`config.mk`:
```
export PLATFORM = sky130hd
export DESIGN_NAME = fcr_config_bank
export DESIGN_NICKNAME = d
export VERILOG_FILES = /design/src/rtl/fcr_pkg.sv /design/src/rtl/fcr_pin_stage.sv /design/src/rtl/fcr_config_bank.sv
export SDC_FILE = /design/constraint.sdc
export NUM_CORES = 1
export LEC_CHECK = 0
export BUFFER_PORTS_ARGS = -buffer_cell sky130_fd_sc_hd__buf_2
export CAP_MARGIN = 20
export CORE_MARGIN = 5
export CORE_UTILIZATION = 25
export DETAILED_ROUTE_END_ITERATION = 6
export SYNTH_ARGS = -nofsm -noshare
export SYNTH_HDL_FRONTEND = slang
export SYNTH_SLANG_ARGS = --single-unit
```
`constraint.sdc`:
```
create_clock -name clk -period 2.2 [get_ports clk]
set_input_delay 0.33 -clock clk [delete_from_list [all_inputs] [get_ports clk]]
set_output_delay 0.33 -clock clk [all_outputs]
set_load 0.02 [all_outputs]
```
`src/rtl/fcr_pkg.sv`:
```
// fcr_pkg: constants for the floppy configuration register bank.
// assumes an 8-bit index/data configuration port in front of the bank.
package fcr_pkg;
  // configuration port addresses (index port, data port one above it)
  localparam logic [15:0] CFG_INDEX_PORT = 16'h0026;
  localparam logic [15:0] CFG_DATA_PORT = 16'h0027;
  // register indexes
  localparam logic [7:0] IDX_MODE_CTRL = 8'hf0;
  localparam logic [7:0] IDX_OPTION_CTRL = 8'hf1;
  localparam logic [7:0] IDX_DRIVE_TYPE = 8'hf2;
  localparam logic [7:0] IDX_RSVD_F3 = 8'hf3;
  localparam logic [7:0] IDX_DRIVE_ZERO = 8'hf4;
  localparam logic [7:0] IDX_RSVD_F5 = 8'hf5;
  // reset values
  localparam logic [7:0] RST_MODE_CTRL = 8'h0e;
  localparam logic [7:0] RST_OPTION_CTRL = 8'h00;
  localparam logic [7:0] RST_DRIVE_TYPE = 8'hff;
  localparam logic [7:0] RST_DRIVE_ZERO = 8'h00;
  localparam logic [7:0] RST_INDEX = 8'h00;
  localparam logic RST_MAP_AT_MODE = 1'b1;
  localparam logic RST_MAP_DENSITY = 1'b1;
  // writable bit masks; cleared bits are reserved and read zero
  localparam logic [7:0] MASK_MODE_CTRL = 8'hdf;
  localparam logic [7:0] MASK_OPTION_CTRL = 8'h0d;
  localparam logic [7:0] MASK_DRIVE_TYPE = 8'hff;
  localparam logic [7:0] MASK_DRIVE_ZERO = 8'h5b;
  // mode register fields
  localparam int MODE_ENHANCED_BIT = 0;
  localparam int MODE_NONBURST_BIT = 1;
  localparam int MODE_IFACE_LSB = 2;
  localparam int MODE_SWAP_BIT = 4;
  localparam int MODE_PUSHPULL_BIT = 6;
  localparam int MODE_TRISTATE_BIT = 7;
  // interface mode codes
  localparam logic [1:0] IFACE_MODE_FIRST = 2'h3;
  localparam logic [1:0] IFACE_MODE_RSVD = 2'h2;
  localparam logic [1:0] IFACE_MODE_SECOND = 2'h1;
  localparam logic [1:0] IFACE_MODE_LEGACY = 2'h0;
  // option register fields
  localparam int OPT_FORCE_WP_BIT = 0;
  localparam int OPT_DENSITY_LSB = 2;
  // density codes
  localparam logic [1:0] DENS_NORMAL = 2'h0;
  localparam logic [1:0] DENS_NORMAL_USER = 2'h1;
  localparam logic [1:0] DENS_FORCE_ONE = 2'h2;
  localparam logic [1:0] DENS_FORCE_ZERO = 2'h3;
  // drive zero setup fields
  localparam int DRV_TYPE_LSB = 0;
  localparam int DRV_RATE_LSB = 3;
  localparam int DRV_PRECOMP_BIT = 6;
  // mapping view bit positions
  localparam int MAP_TRISTATE_BIT = 0;
  localparam int MAP_AT_MODE_BIT = 2;
  localparam int MAP_WP_BIT = 3;
  localparam int MAP_DENSITY_BIT = 5;
  localparam int MAP_ENHANCED_BIT = 6;
  // floppy pin lane order inside the pin stage
  localparam int PIN_DS0 = 0;
  localparam int PIN_DS1 = 1;
  localparam int PIN_MTR0 = 2;
  localparam int PIN_MTR1 = 3;
  localparam int PIN_DENS = 4;
  localparam int PIN_COUNT = 5;
  // input synchroniser depth
  localparam int SYNC_STAGES = 2;
endpackage : fcr_pkg

```
`src/rtl/fcr_pin_stage.sv`:
```
// fcr_pin_stage: floppy interface output stage with drive swap,
// open-drain / push-pull selection and tri-state control.
// assumes core-side levels on the same clock; pads resolve out/oe.
`timescale 1ns/1ps
module fcr_pin_stage
  import fcr_pkg::*;
(
  // clock and reset
  input wire logic clk,
  input wire logic rst_n,
  // controls from the register bank
  input wire logic swapEn,
  input wire logic pushPull,
  input wire logic triState,
  // core-side levels, active low selects and motors
  input wire logic drive0_select_n,
  input wire logic drive1_select_n,
  input wire logic motor0_on_n,
  input wire logic motor1_on_n,
  input wire logic densityLevel,
  // pad side
  output logic [PIN_COUNT-1:0] pinOut,
  output logic [PIN_COUNT-1:0] pinOe
);

  logic [PIN_COUNT-1:0] level;
  logic [PIN_COUNT-1:0] nxt_pinOut;
  logic [PIN_COUNT-1:0] nxt_pinOe;
  logic [PIN_COUNT-1:0] pinOut_ff;
  logic [PIN_COUNT-1:0] pinOe_ff;

  // drive 0 and drive 1 trade select and motor lanes when swapped
  assign level[PIN_DS0] = swapEn ? drive1_select_n : drive0_select_n;
  assign level[PIN_DS1] = swapEn ? drive0_select_n : drive1_select_n;
  assign level[PIN_MTR0] = swapEn ? motor1_on_n : motor0_on_n;
  assign level[PIN_MTR1] = swapEn ? motor0_on_n : motor1_on_n;
  assign level[PIN_DENS] = densityLevel;

  // open drain only pulls low; tri-state overrides both buffer types
  assign nxt_pinOut = pushPull ? level : '0;
  assign nxt_pinOe = triState ? '0 : (pushPull ? '1 : ~level);

  // registered pads avoid glitches when the swap or buffer type changes
  always_ff @(posedge clk or negedge rst_n) begin
    if (!rst_n) begin
      pinOut_ff <= '0;
      pinOe_ff <= '0;
    end else begin
      pinOut_ff <= nxt_pinOut;
      pinOe_ff <= nxt_pinOe;
    end
  end

  assign pinOut = pinOut_ff;
  assign pinOe = pinOe_ff;
endmodule : fcr_pin_stage

```
`src/rtl/fcr_config_bank.sv`:
```
// fcr_config_bank: floppy controller configuration register bank behind
// the index/data configuration port, with mapping mirror and pin control.
// assumes host port strobes on clk; rst_n is the combined hard reset.
//
// Notes on behaviour
// - Only hard resets restore defaults; soft resets leave all fields alone.
// - Mode bit 0 clear selects normal floppy mode, set selects enhanced mode 2.
// - Mode bit 1 clear enables DMA burst; set, the default, is non-burst.
// - Mode bits 3:2 select interface mode: 11 first, 01 second, 00 legacy.
// - Writing 10 or 00 to interface mode keeps the mirrored mode bit.
// - Mode bit 4 set swaps drive 0 select and motor with drive 1.
// - Mode bit 6 clear gives open-drain outputs; set gives push-pull.
// - Mode bit 7 set tri-states all floppy outputs; clear drives them.
// - Mode bits 0, 2, 3 and 7 are mirrored into the mapping view.
// - Option bit 0 forces write-protect active whenever either drive selected.
// - Write-protect to core is select-and-force of either drive, or the pin.
// - Option bits 3:2: 00/01 normal, 10 forces density 1, 11 forces 0.
// - Writing 10 to density keeps the mirrored density bit but still forces.
// - Option bits 0, 2, 3 mirrored; bits 1 and 7:4 are reserved.
// - Drive type store resets to 0xff; bits 1:0 hold drive A type.
// - Drive zero setup holds type select 1:0 and rate table 4:3.
// - Drive zero setup bit 6 set disables write precompensation.
// - Drive zero bits 2, 5, 7 and indexes f3, f5 read zero.
`timescale 1ns/1ps
module fcr_config_bank
  import fcr_pkg::*;
(
  // clock and hard reset (power-on of either supply or host bus reset)
  input wire logic clk,
  input wire logic rst_n,
  // software reset request, deliberately without effect on this bank
  input wire logic softReset,
  // configuration port: portSel 0 is the index port, 1 the data port
  input wire logic fdcSelected,
  input wire logic portSel,
  input wire logic ioWr,
  input wire logic ioRd,
  input wire logic [7:0] ioWrData,
  output logic [7:0] ioRdData,
  // controller core side
  input wire logic coreDrive0Sel_n,
  input wire logic coreDrive1Sel_n,
  input wire logic coreMotor0_n,
  input wire logic coreMotor1_n,
  input wire logic coreDensity,
  output logic coreWriteProtect,
  output logic floppyEnhanced,
  output logic dmaNonBurst,
  output logic [1:0] ifaceMode,
  output logic [1:0] driveATypeStore,
  output logic [1:0] drive_type_sel,
  output logic [1:0] rate_table_sel,
  output logic precomp_disable,
  // mirror of the mapping register view
  output logic [7:0] mapView,
  // floppy interface pins
  input wire logic write_protect_n,
  output logic [PIN_COUNT-1:0] floppyPinOut,
  output logic [PIN_COUNT-1:0] floppyPinOe
);

  // register state
  logic [7:0] index_ff;
  logic [7:0] mode_ff;
  logic [7:0] option_ff;
  logic [7:0] driveType_ff;
  logic [7:0] driveZero_ff;
  logic mapAtMode_ff;
  logic mapDensity_ff;
  logic [7:0] rdData_ff;
  logic wpCore_ff;
  logic [SYNC_STAGES-1:0] wpSync_ff;

  // decode of the port access
  logic idxWr;
  logic dataWr;
  logic dataRd;
  logic idxRd;
  logic modeWr;
  logic optionWr;
  logic typeWr;
  logic zeroWr;
  logic [1:0] wrIface;
  logic [1:0] wrDensity;
  logic [7:0] readSel;
  logic [7:0] nxt_rdData;
  logic [7:0] nxt_mode;
  logic [7:0] nxt_option;
  logic [7:0] nxt_driveType;
  logic [7:0] nxt_driveZero;
  logic nxt_mapAtMode;
  logic nxt_mapDensity;
  logic nxt_wpCore;
  logic wpPinActive;
  logic driveSelected0;
  logic driveSelected1;
  logic forceWp;
  logic [1:0] densityCode;
  logic densityToPins;

  // masked write keeps reserved and read-only bits at zero
  function automatic logic [7:0] masked_write(input logic [7:0] data,
                                             input logic [7:0] mask);
    masked_write = data & mask;
  endfunction : masked_write

  // index first, data one port above; the bank never sees a data access
  // unless its logical device is the selected one
  assign idxWr = ioWr && !portSel;
  assign idxRd = ioRd && !portSel;
  assign dataWr = ioWr && portSel && fdcSelected;
  assign dataRd = ioRd && portSel && fdcSelected;
  assign modeWr = dataWr && (index_ff == IDX_MODE_CTRL);
  assign optionWr = dataWr && (index_ff == IDX_OPTION_CTRL);
  assign typeWr = dataWr && (index_ff == IDX_DRIVE_TYPE);
  assign zeroWr = dataWr && (index_ff == IDX_DRIVE_ZERO);
  // f3 and f5 have no write decode at all, so writes there vanish

  // next register values; reserved bit 5 of the mode register is dropped
  assign nxt_mode = modeWr ? masked_write(ioWrData, MASK_MODE_CTRL) : mode_ff;
  assign nxt_option = optionWr ? masked_write(ioWrData, MASK_OPTION_CTRL) : option_ff;
  assign nxt_driveType = typeWr ? masked_write(ioWrData, MASK_DRIVE_TYPE) : driveType_ff;
  assign nxt_driveZero = zeroWr ? masked_write(ioWrData, MASK_DRIVE_ZERO) : driveZero_ff;

  // mirror bits that only follow some codes
  assign wrIface = ioWrData[MODE_IFACE_LSB +: 2];
  assign wrDensity = ioWrData[OPT_DENSITY_LSB +: 2];
  always_comb begin
    nxt_mapAtMode = mapAtMode_ff;
    if (modeWr && wrIface == IFACE_MODE_FIRST) begin
      nxt_mapAtMode = 1'b1;
    end else if (modeWr && wrIface == IFACE_MODE_SECOND) begin
      nxt_mapAtMode = 1'b0;
    end
    // reserved and legacy codes leave the mirror alone
  end

  always_comb begin
    nxt_mapDensity = mapDensity_ff;
    if (optionWr && wrDensity == DENS_NORMAL) begin
      nxt_mapDensity = 1'b1;
    end else if (optionWr && wrDensity == DENS_FORCE_ZERO) begin
      nxt_mapDensity = 1'b0;
    end
    // forced-one and user codes keep the mirror as it was
  end

  // index latch; index port writes go through regardless of the device
  always_ff @(posedge clk or negedge rst_n) begin
    if (!rst_n) begin
      index_ff <= RST_INDEX;
    end else if (idxWr) begin
      index_ff <= ioWrData;
    end
  end

  // bank state; softReset is not in this process on purpose
  always_ff @(posedge clk or negedge rst_n) begin
    if (!rst_n) begin
      mode_ff <= RST_MODE_CTRL;
      option_ff <= RST_OPTION_CTRL;
      driveType_ff <= RST_DRIVE_TYPE;
      driveZero_ff <= RST_DRIVE_ZERO;
      mapAtMode_ff <= RST_MAP_AT_MODE;
      mapDensity_ff <= RST_MAP_DENSITY;
    end else begin
      mode_ff <= nxt_mode;
      option_ff <= nxt_option;
      driveType_ff <= nxt_driveType;
      driveZero_ff <= nxt_driveZero;
      mapAtMode_ff <= nxt_mapAtMode;
      mapDensity_ff <= nxt_mapDensity;
    end
  end

  // read mux; unknown indexes and reserved f3/f5 answer zero
  always_comb begin
    case (index_ff)
      IDX_MODE_CTRL: readSel = mode_ff;
      IDX_OPTION_CTRL: readSel = option_ff;
      IDX_DRIVE_TYPE: readSel = driveType_ff;
      IDX_DRIVE_ZERO: readSel = driveZero_ff;
      default: readSel = 8'h00;
    endcase
  end

  // read data is captured on the strobe and held until the next read
  assign nxt_rdData = idxRd ? index_ff : (dataRd ? readSel : rdData_ff);
  always_ff @(posedge clk or negedge rst_n) begin
    if (!rst_n) begin
      rdData_ff <= 8'h00;
    end else begin
      rdData_ff <= nxt_rdData;
    end
  end
  assign ioRdData = rdData_ff;

  // field outputs straight from the register flops
  assign floppyEnhanced = mode_ff[MODE_ENHANCED_BIT];
  assign dmaNonBurst = mode_ff[MODE_NONBURST_BIT];
  assign ifaceMode = mode_ff[MODE_IFACE_LSB +: 2];
  assign driveATypeStore = driveType_ff[1:0];
  assign drive_type_sel = driveZero_ff[DRV_TYPE_LSB +: 2];
  assign rate_table_sel = driveZero_ff[DRV_RATE_LSB +: 2];
  assign precomp_disable = driveZero_ff[DRV_PRECOMP_BIT];

  // mapping view: bits 0, 3 and 6 are the same flops; AT mode and density bits are separate mirror flops
  assign mapView = {1'b0,
                    mode_ff[MODE_ENHANCED_BIT],
                    mapDensity_ff,
                    1'b0,
                    option_ff[OPT_FORCE_WP_BIT],
                    mapAtMode_ff,
                    1'b0,
                    mode_ff[MODE_TRISTATE_BIT]};

  // write-protect pin comes from a drive cable: two flops before use
  always_ff @(posedge clk or negedge rst_n) begin
    if (!rst_n) begin
      wpSync_ff <= '1;
    end else begin
      wpSync_ff <= {wpSync_ff[SYNC_STAGES-2:0], write_protect_n};
    end
  end
  assign wpPinActive = !wpSync_ff[SYNC_STAGES-1];

  // forced protect applies only while a drive is selected
  assign driveSelected0 = !coreDrive0Sel_n;
  assign driveSelected1 = !coreDrive1Sel_n;
  assign forceWp = option_ff[OPT_FORCE_WP_BIT];
  assign nxt_wpCore = (driveSelected0 && forceWp) || (driveSelected1 && forceWp)
                      || wpPinActive;
  always_ff @(posedge clk or negedge rst_n) begin
    if (!rst_n) begin
      wpCore_ff <= 1'b0;
    end else begin
      wpCore_ff <= nxt_wpCore;
    end
  end
  assign coreWriteProtect = wpCore_ff;

  // density override; the mirror may disagree after a forced-one write
  assign densityCode = option_ff[OPT_DENSITY_LSB +: 2];
  assign densityToPins = (densityCode == DENS_FORCE_ONE) ? 1'b1 :
                         (densityCode == DENS_FORCE_ZERO) ? 1'b0 : coreDensity;

  // pad stage holds swap, buffer type and tri-state
  fcr_pin_stage fcr_pin_stage_inst (
    .clk(clk),
    .rst_n(rst_n),
    .swapEn(mode_ff[MODE_SWAP_BIT]),
    .pushPull(mode_ff[MODE_PUSHPULL_BIT]),
    .triState(mode_ff[MODE_TRISTATE_BIT]),
    .drive0_select_n(coreDrive0Sel_n),
    .drive1_select_n(coreDrive1Sel_n),
    .motor0_on_n(coreMotor0_n),
    .motor1_on_n(coreMotor1_n),
    .densityLevel(densityToPins),
    .pinOut(floppyPinOut),
    .pinOe(floppyPinOe)
  );
endmodule : fcr_config_bank

```
Word level (Yosys, flattened, before mapping)
Cells that the tools add are included.
{"block": "word_totals", "register_bits": 54, "output_inout_bits": 38}
{"block": "classes", "n_eq_ne": 8, "n_mux": 16, "bitwise_logic": 1, "n_reduce_logical": 26}
{"operator": "$eq A8 B8 Y1 const B", "count": 4}
{"operator": "$pmux W8 S4", "count": 1}
{"operator": "$logic_and A1 B1 Y1", "count": 16}
{"operator": "$mux W8", "count": 2}
{"operator": "$mux W5", "count": 3}
{"operator": "$mux W1", "count": 10}
{"operator": "$eq A2 B2 Y1 const B", "count": 3}
{"operator": "$reduce_bool A2 Y1", "count": 3}
{"operator": "$not A5 Y5", "count": 1}
{"operator": "$logic_not A1 Y1", "count": 4}
{"operator": "$eq A2 B1 Y1 const B", "count": 1}
{"operator": "$logic_not A2 Y1", "count": 1}
{"operator": "$logic_or A1 B1 Y1", "count": 2}

Depth between registers and ports, before layout
{"block": "logic_depth", "word_depth": 6, "depth_mapped": 6}

Modules after synthesis
A second synthesis with hierarchy kept.
{"block": "unflattened", "cells_unflattened": 200, "hier_area_um2": 2502.4}
{"mod": "fcr_config_bank", "n_inst": 1, "cells_per_inst": 175, "area_per_inst_um2": 2147.1, "seq_area_each_um2": 1119.8}
{"mod": "fcr_pin_stage", "n_inst": 1, "cells_per_inst": 25, "area_per_inst_um2": 355.3, "seq_area_each_um2": 250.2}

Worst setup path before layout
Ideal clock, no wire load.
{"block": "synth_path", "path_kind": "reg-to-reg", "from": "reg index_ff[3]", "to": "reg driveZero_ff[0]", "t_arrival_ns": 1.512, "path_slack_ns": 0.563, "path_stages_with_launch": 6, "cell_sequence": "dfrtp_1 nand3b_1 nor4_4 and3_1 buf_2 mux2_2"}
{"block": "synth_via", "elab_chain_cells": 2}
{"item": "from (decl)", "line": "fcr_config_bank.sv:63", "rtl": "logic [7:0] index_ff;"}
{"item": "from (signal assigned)", "line": "fcr_config_bank.sv:153", "rtl": "index_ff <= ioWrData;"}
{"item": "$eq A8 B8 Y1", "line": "fcr_config_bank.sv:116", "rtl": "assign zeroWr = dataWr && (index_ff == IDX_DRIVE_ZERO);"}
{"item": "$logic_and A1 B1 Y1", "line": "fcr_config_bank.sv:116"}
{"item": "to (signal assigned)", "line": "fcr_config_bank.sv:170", "rtl": "driveZero_ff <= nxt_driveZero;"}
{"item": "to (decl)", "line": "fcr_config_bank.sv:67", "rtl": "logic [7:0] driveZero_ff;"}
No other way between the ends.
A chain may end at the register's enable or synchronous reset.

Worst setup path after layout
{"block": "layout_path", "from": "reg index_ff[3]", "to": "reg mode_ff[4]"}
{"block": "layout_via", "elab_chain_cells": 2}
{"item": "$eq A8 B8 Y1", "line": "fcr_config_bank.sv:113", "rtl": "assign modeWr = dataWr && (index_ff == IDX_MODE_CTRL);"}
{"item": "$logic_and A1 B1 Y1", "line": "fcr_config_bank.sv:113"}
{"item": "to (signal assigned)", "line": "fcr_config_bank.sv:167", "rtl": "mode_ff <= nxt_mode;"}
{"item": "to (decl)", "line": "fcr_config_bank.sv:64", "rtl": "logic [7:0] mode_ff;"}
No other way between the ends.

==> out/metrics.yaml <==
p_sw_share_pct: 25.28
wire_per_inst_um: 15.60
numCtsBuffers: 5
via_count: 1724
hold_violations: 0
pwr-share-comb_pct: 13.7
reg2reg_depth: 4
routed_wl_um: 6084
core-area_um2: 9729
skew_ns: 0.007509
async_reset_ff_share_pct: 100.0
cts.htree.levels: 2
seq_area_um2: 1370
yosysWarnings: 0
fp.dieH_um: 109.6
hold_path.class: "in -> async"
pin_count: 59
syn_area_per_cell_um2: 12.23
ys_seq_elements: 54
status: "complete, no violations"
cts_tree: "done"
utilization_pct: 31.11
grt_overflow: 0
grt.total_usage_pct: 10.58
num_rows: 36
yosysTopAreaCellShare_pct: 39.31
first_pass_iters: 5
design_area_um2: 3027
synth_area_leaders: "dfrtp_1, dfstp_2, mux2_2"
crit_path_end: "mode_ff[4]$_DFFE_PN0P_"
antenna_left: 0
synth_ff_type: "dfrtp_1"
p_int_w: 0.001676
p_leak_nw: 1.418
vdd_drop_max_mv: 0.2460
period_needed_ns: 1.984
cts-root-buf: "clkbuf_8"
final.period_utilization_pct: 90.20
rsz0062_at_grt: "no"
yosys.cell_count.top_type: "dfrtp_1"
p_seq_share_pct: 50.2
nFillCells: 1028
area_delta_synth_final_pct: 21.93
die_w_um: 109.6
end_kind: "flip-flop"
antenna_found_initial: 0
clockPowerShare_pct: 36.1
multiInputGateArea_um2: 978.4
pwr_density_cell_nw_per_um2: 741.0
place.gp.congestion: 0.7992
cp.arrival_ns: 2.18
worstMarginPinSlew_ns: 0.6754
reg2reg_to: "mode_ff[4]$_DFFE_PN0P_"
portBuffers: 54
synth-edff-count: 0
critPathLaunch: "index_ff[3]$_DFFE_PN0P_"
cp_max_fo: 7
max_freq_mhz: 503.9
r2r_slack_ns: 0.22
drive_above_1_share_pct: 49.03
critPathLaunchType: "flip-flop"
detailed_place_hpwl_um: 4592
slew_violations: 0
drc_errors: 0
clockBufferDepth: 2
netSwitchingPower_w: 0.0005670
tns_ns: 0
hold_buffers: 0
clk_latency_ns: 0.31
worstPathRequired_ns: 2.40
routed_via_density: 4.421
grt_pass1_vias: 1825
place_area_um2: 2884
cts.clk_slew.worst_paths_ns: 0.10
nNetsFinal: 277
drv_cap: 0
clkSinkCount: 54
dieArea_um2: 12020
power_w: 0.002243
seq_area_frac_synth_pct: 55.19
cts_resized: 0
r2r-start: "index_ff[3]$_DFFE_PN0P_"
grt_pass1_wl_um: 9639
start_util_pct: 25.51
drt_iter0_markers: 75
netlist_area_um2: 2482
cts_setup_buffers: 0
synth_cells: 203
ys_types: 38
post-synth-top-area-cell: "dfrtp_1"
diodes: 0
slew_headroom_pct: 54.60
grt_max_degree: 29
finalSetupViolCount: 0
synth_commonest_cells: "dfrtp_1, mux2_2, dfstp_2"
timing_worst_setup_path_type: "reg -> reg"
## flip-flops by register name, indices dropped and copies added, names as in the netlist
register	flops
option_ff	3
driveType_ff	8
index_ff	8
mapDensity_ff	1
mode_ff	7
ioRdData	8
fcr_pin_stage_inst.pinOut	5
fcr_pin_stage_inst.pinOe	5
coreWriteProtect	1
driveZero_ff	5
wpSync_ff	2
mapAtMode_ff	1
## per-layer routing
layer | part of all wire (%) | wire (µm) | track usage, % | up-vias
li1 | - | - | - | 818
met1 | 45 | 2711 | 13.67 | 863
met2 | 48 | 2900 | 16.87 | 39
met3 | 7.1 | 431 | 3.993 | 4
met4 | 0.67 | 41 | 2.315 | 0
met5 | 0 | 0 | 0 | -
## worst max-delay path, stage by stage (launching register included)
cell and delay [ns]:
dfrtp_1 0.42, nand3b_1 0.31, nor4_4 0.37, nand2_1 0.40, mux2_2 0.39
## area by class of cell
class | instances | share of cell area (%)
multi-input combinational | 127 | 32.33
clock buffer | 6 | 2.728
inverter | 5 | 0.6201
timing repair buffer | 63 | 11.58
sequential | 54 | 45.27
tap | 133 | 5.498
clock inverter | 2 | 1.984
## through the flow
step,instances,hold slack (ns),setup slack (ns)
2_1_floorplan,205,0.03441,0.5629
3_3_place_gp,382,0.3468,0.2569
3_5_place_dp,382,0.3476,0.1910
4_1_cts,390,0.05415,0.1852
5_1_grt,390,0.05911,0.05239
6_report,390,0.03073,0.2157
## cells by family after synthesis
kind of cell | Yosys count | synth area share, %
other | 1 | 0.1511
multiplexers | 41 | 18.25
adder cells (fa/ha/maj) | 1 | 0.4536
AND/OR/NAND/NOR | 50 | 11.79
AO/OA/AOI/OAI | 32 | 8.467
buffers and inverters | 24 | 5.696
flip-flops | 54 | 55.19
## power groups by stage
| stage | clock, W | sequential [W] | combinational [W] |
|---|---|---|---|
| after global routing | 0.000874 | 0.00114 | 0.000337 |
| after global placement | 0 | 0.00114 | 0.000305 |
| after detailed placement | 0 | 0.00114 | 0.000310 |
| after CTS | 0.000832 | 0.00113 | 0.000311 |
| after floorplan | 0 | 0.00116 | 0.000163 |
| final | 0.000810 | 0.00113 | 0.000307 |
## worst min-delay path by stage
stage | from | end | slack (ns) | depth (start not counted)
floorplan | rst_n | coreWriteProtect$_DFF_PN0_ | 0.03 | 0
finish | rst_n | fcr_pin_stage_inst.pinOut[3]$_DFF_PN0_ | 0.03 | 1
global placement | wpSync_ff[0]$_DFF_PN1_ | wpSync_ff[1]$_DFF_PN1_ | 0.35 | 0
CTS | rst_n | fcr_pin_stage_inst.pinOut[2]$_DFF_PN0_ | 0.05 | 1
detailed placement | wpSync_ff[0]$_DFF_PN1_ | wpSync_ff[1]$_DFF_PN1_ | 0.35 | 0
global route | rst_n | fcr_pin_stage_inst.pinOut[1]$_DFF_PN0_ | 0.06 | 1
## placed cells by master (no fill, tap or decap), types with 2 or more instances in the layout
cell type   n
o22ai_1     2
conb_1      3
and2_1      2
a22oi_1     7
buf_4       8
a21oi_1     5
bufinv_16   2
mux2i_1     7
dfrtp_1    39
nand2_1    13
inv_1       5
and3_1      3
o21a_1      2
o21ai_0     9
clkbuf_8    6
nand3_1     2
nor2_1     14
dfstp_2    15
nand3b_1    4
a32oi_1     3
nor2b_1     2
mux2_2     34
buf_2      54
(Power assumes the default switching activity.)
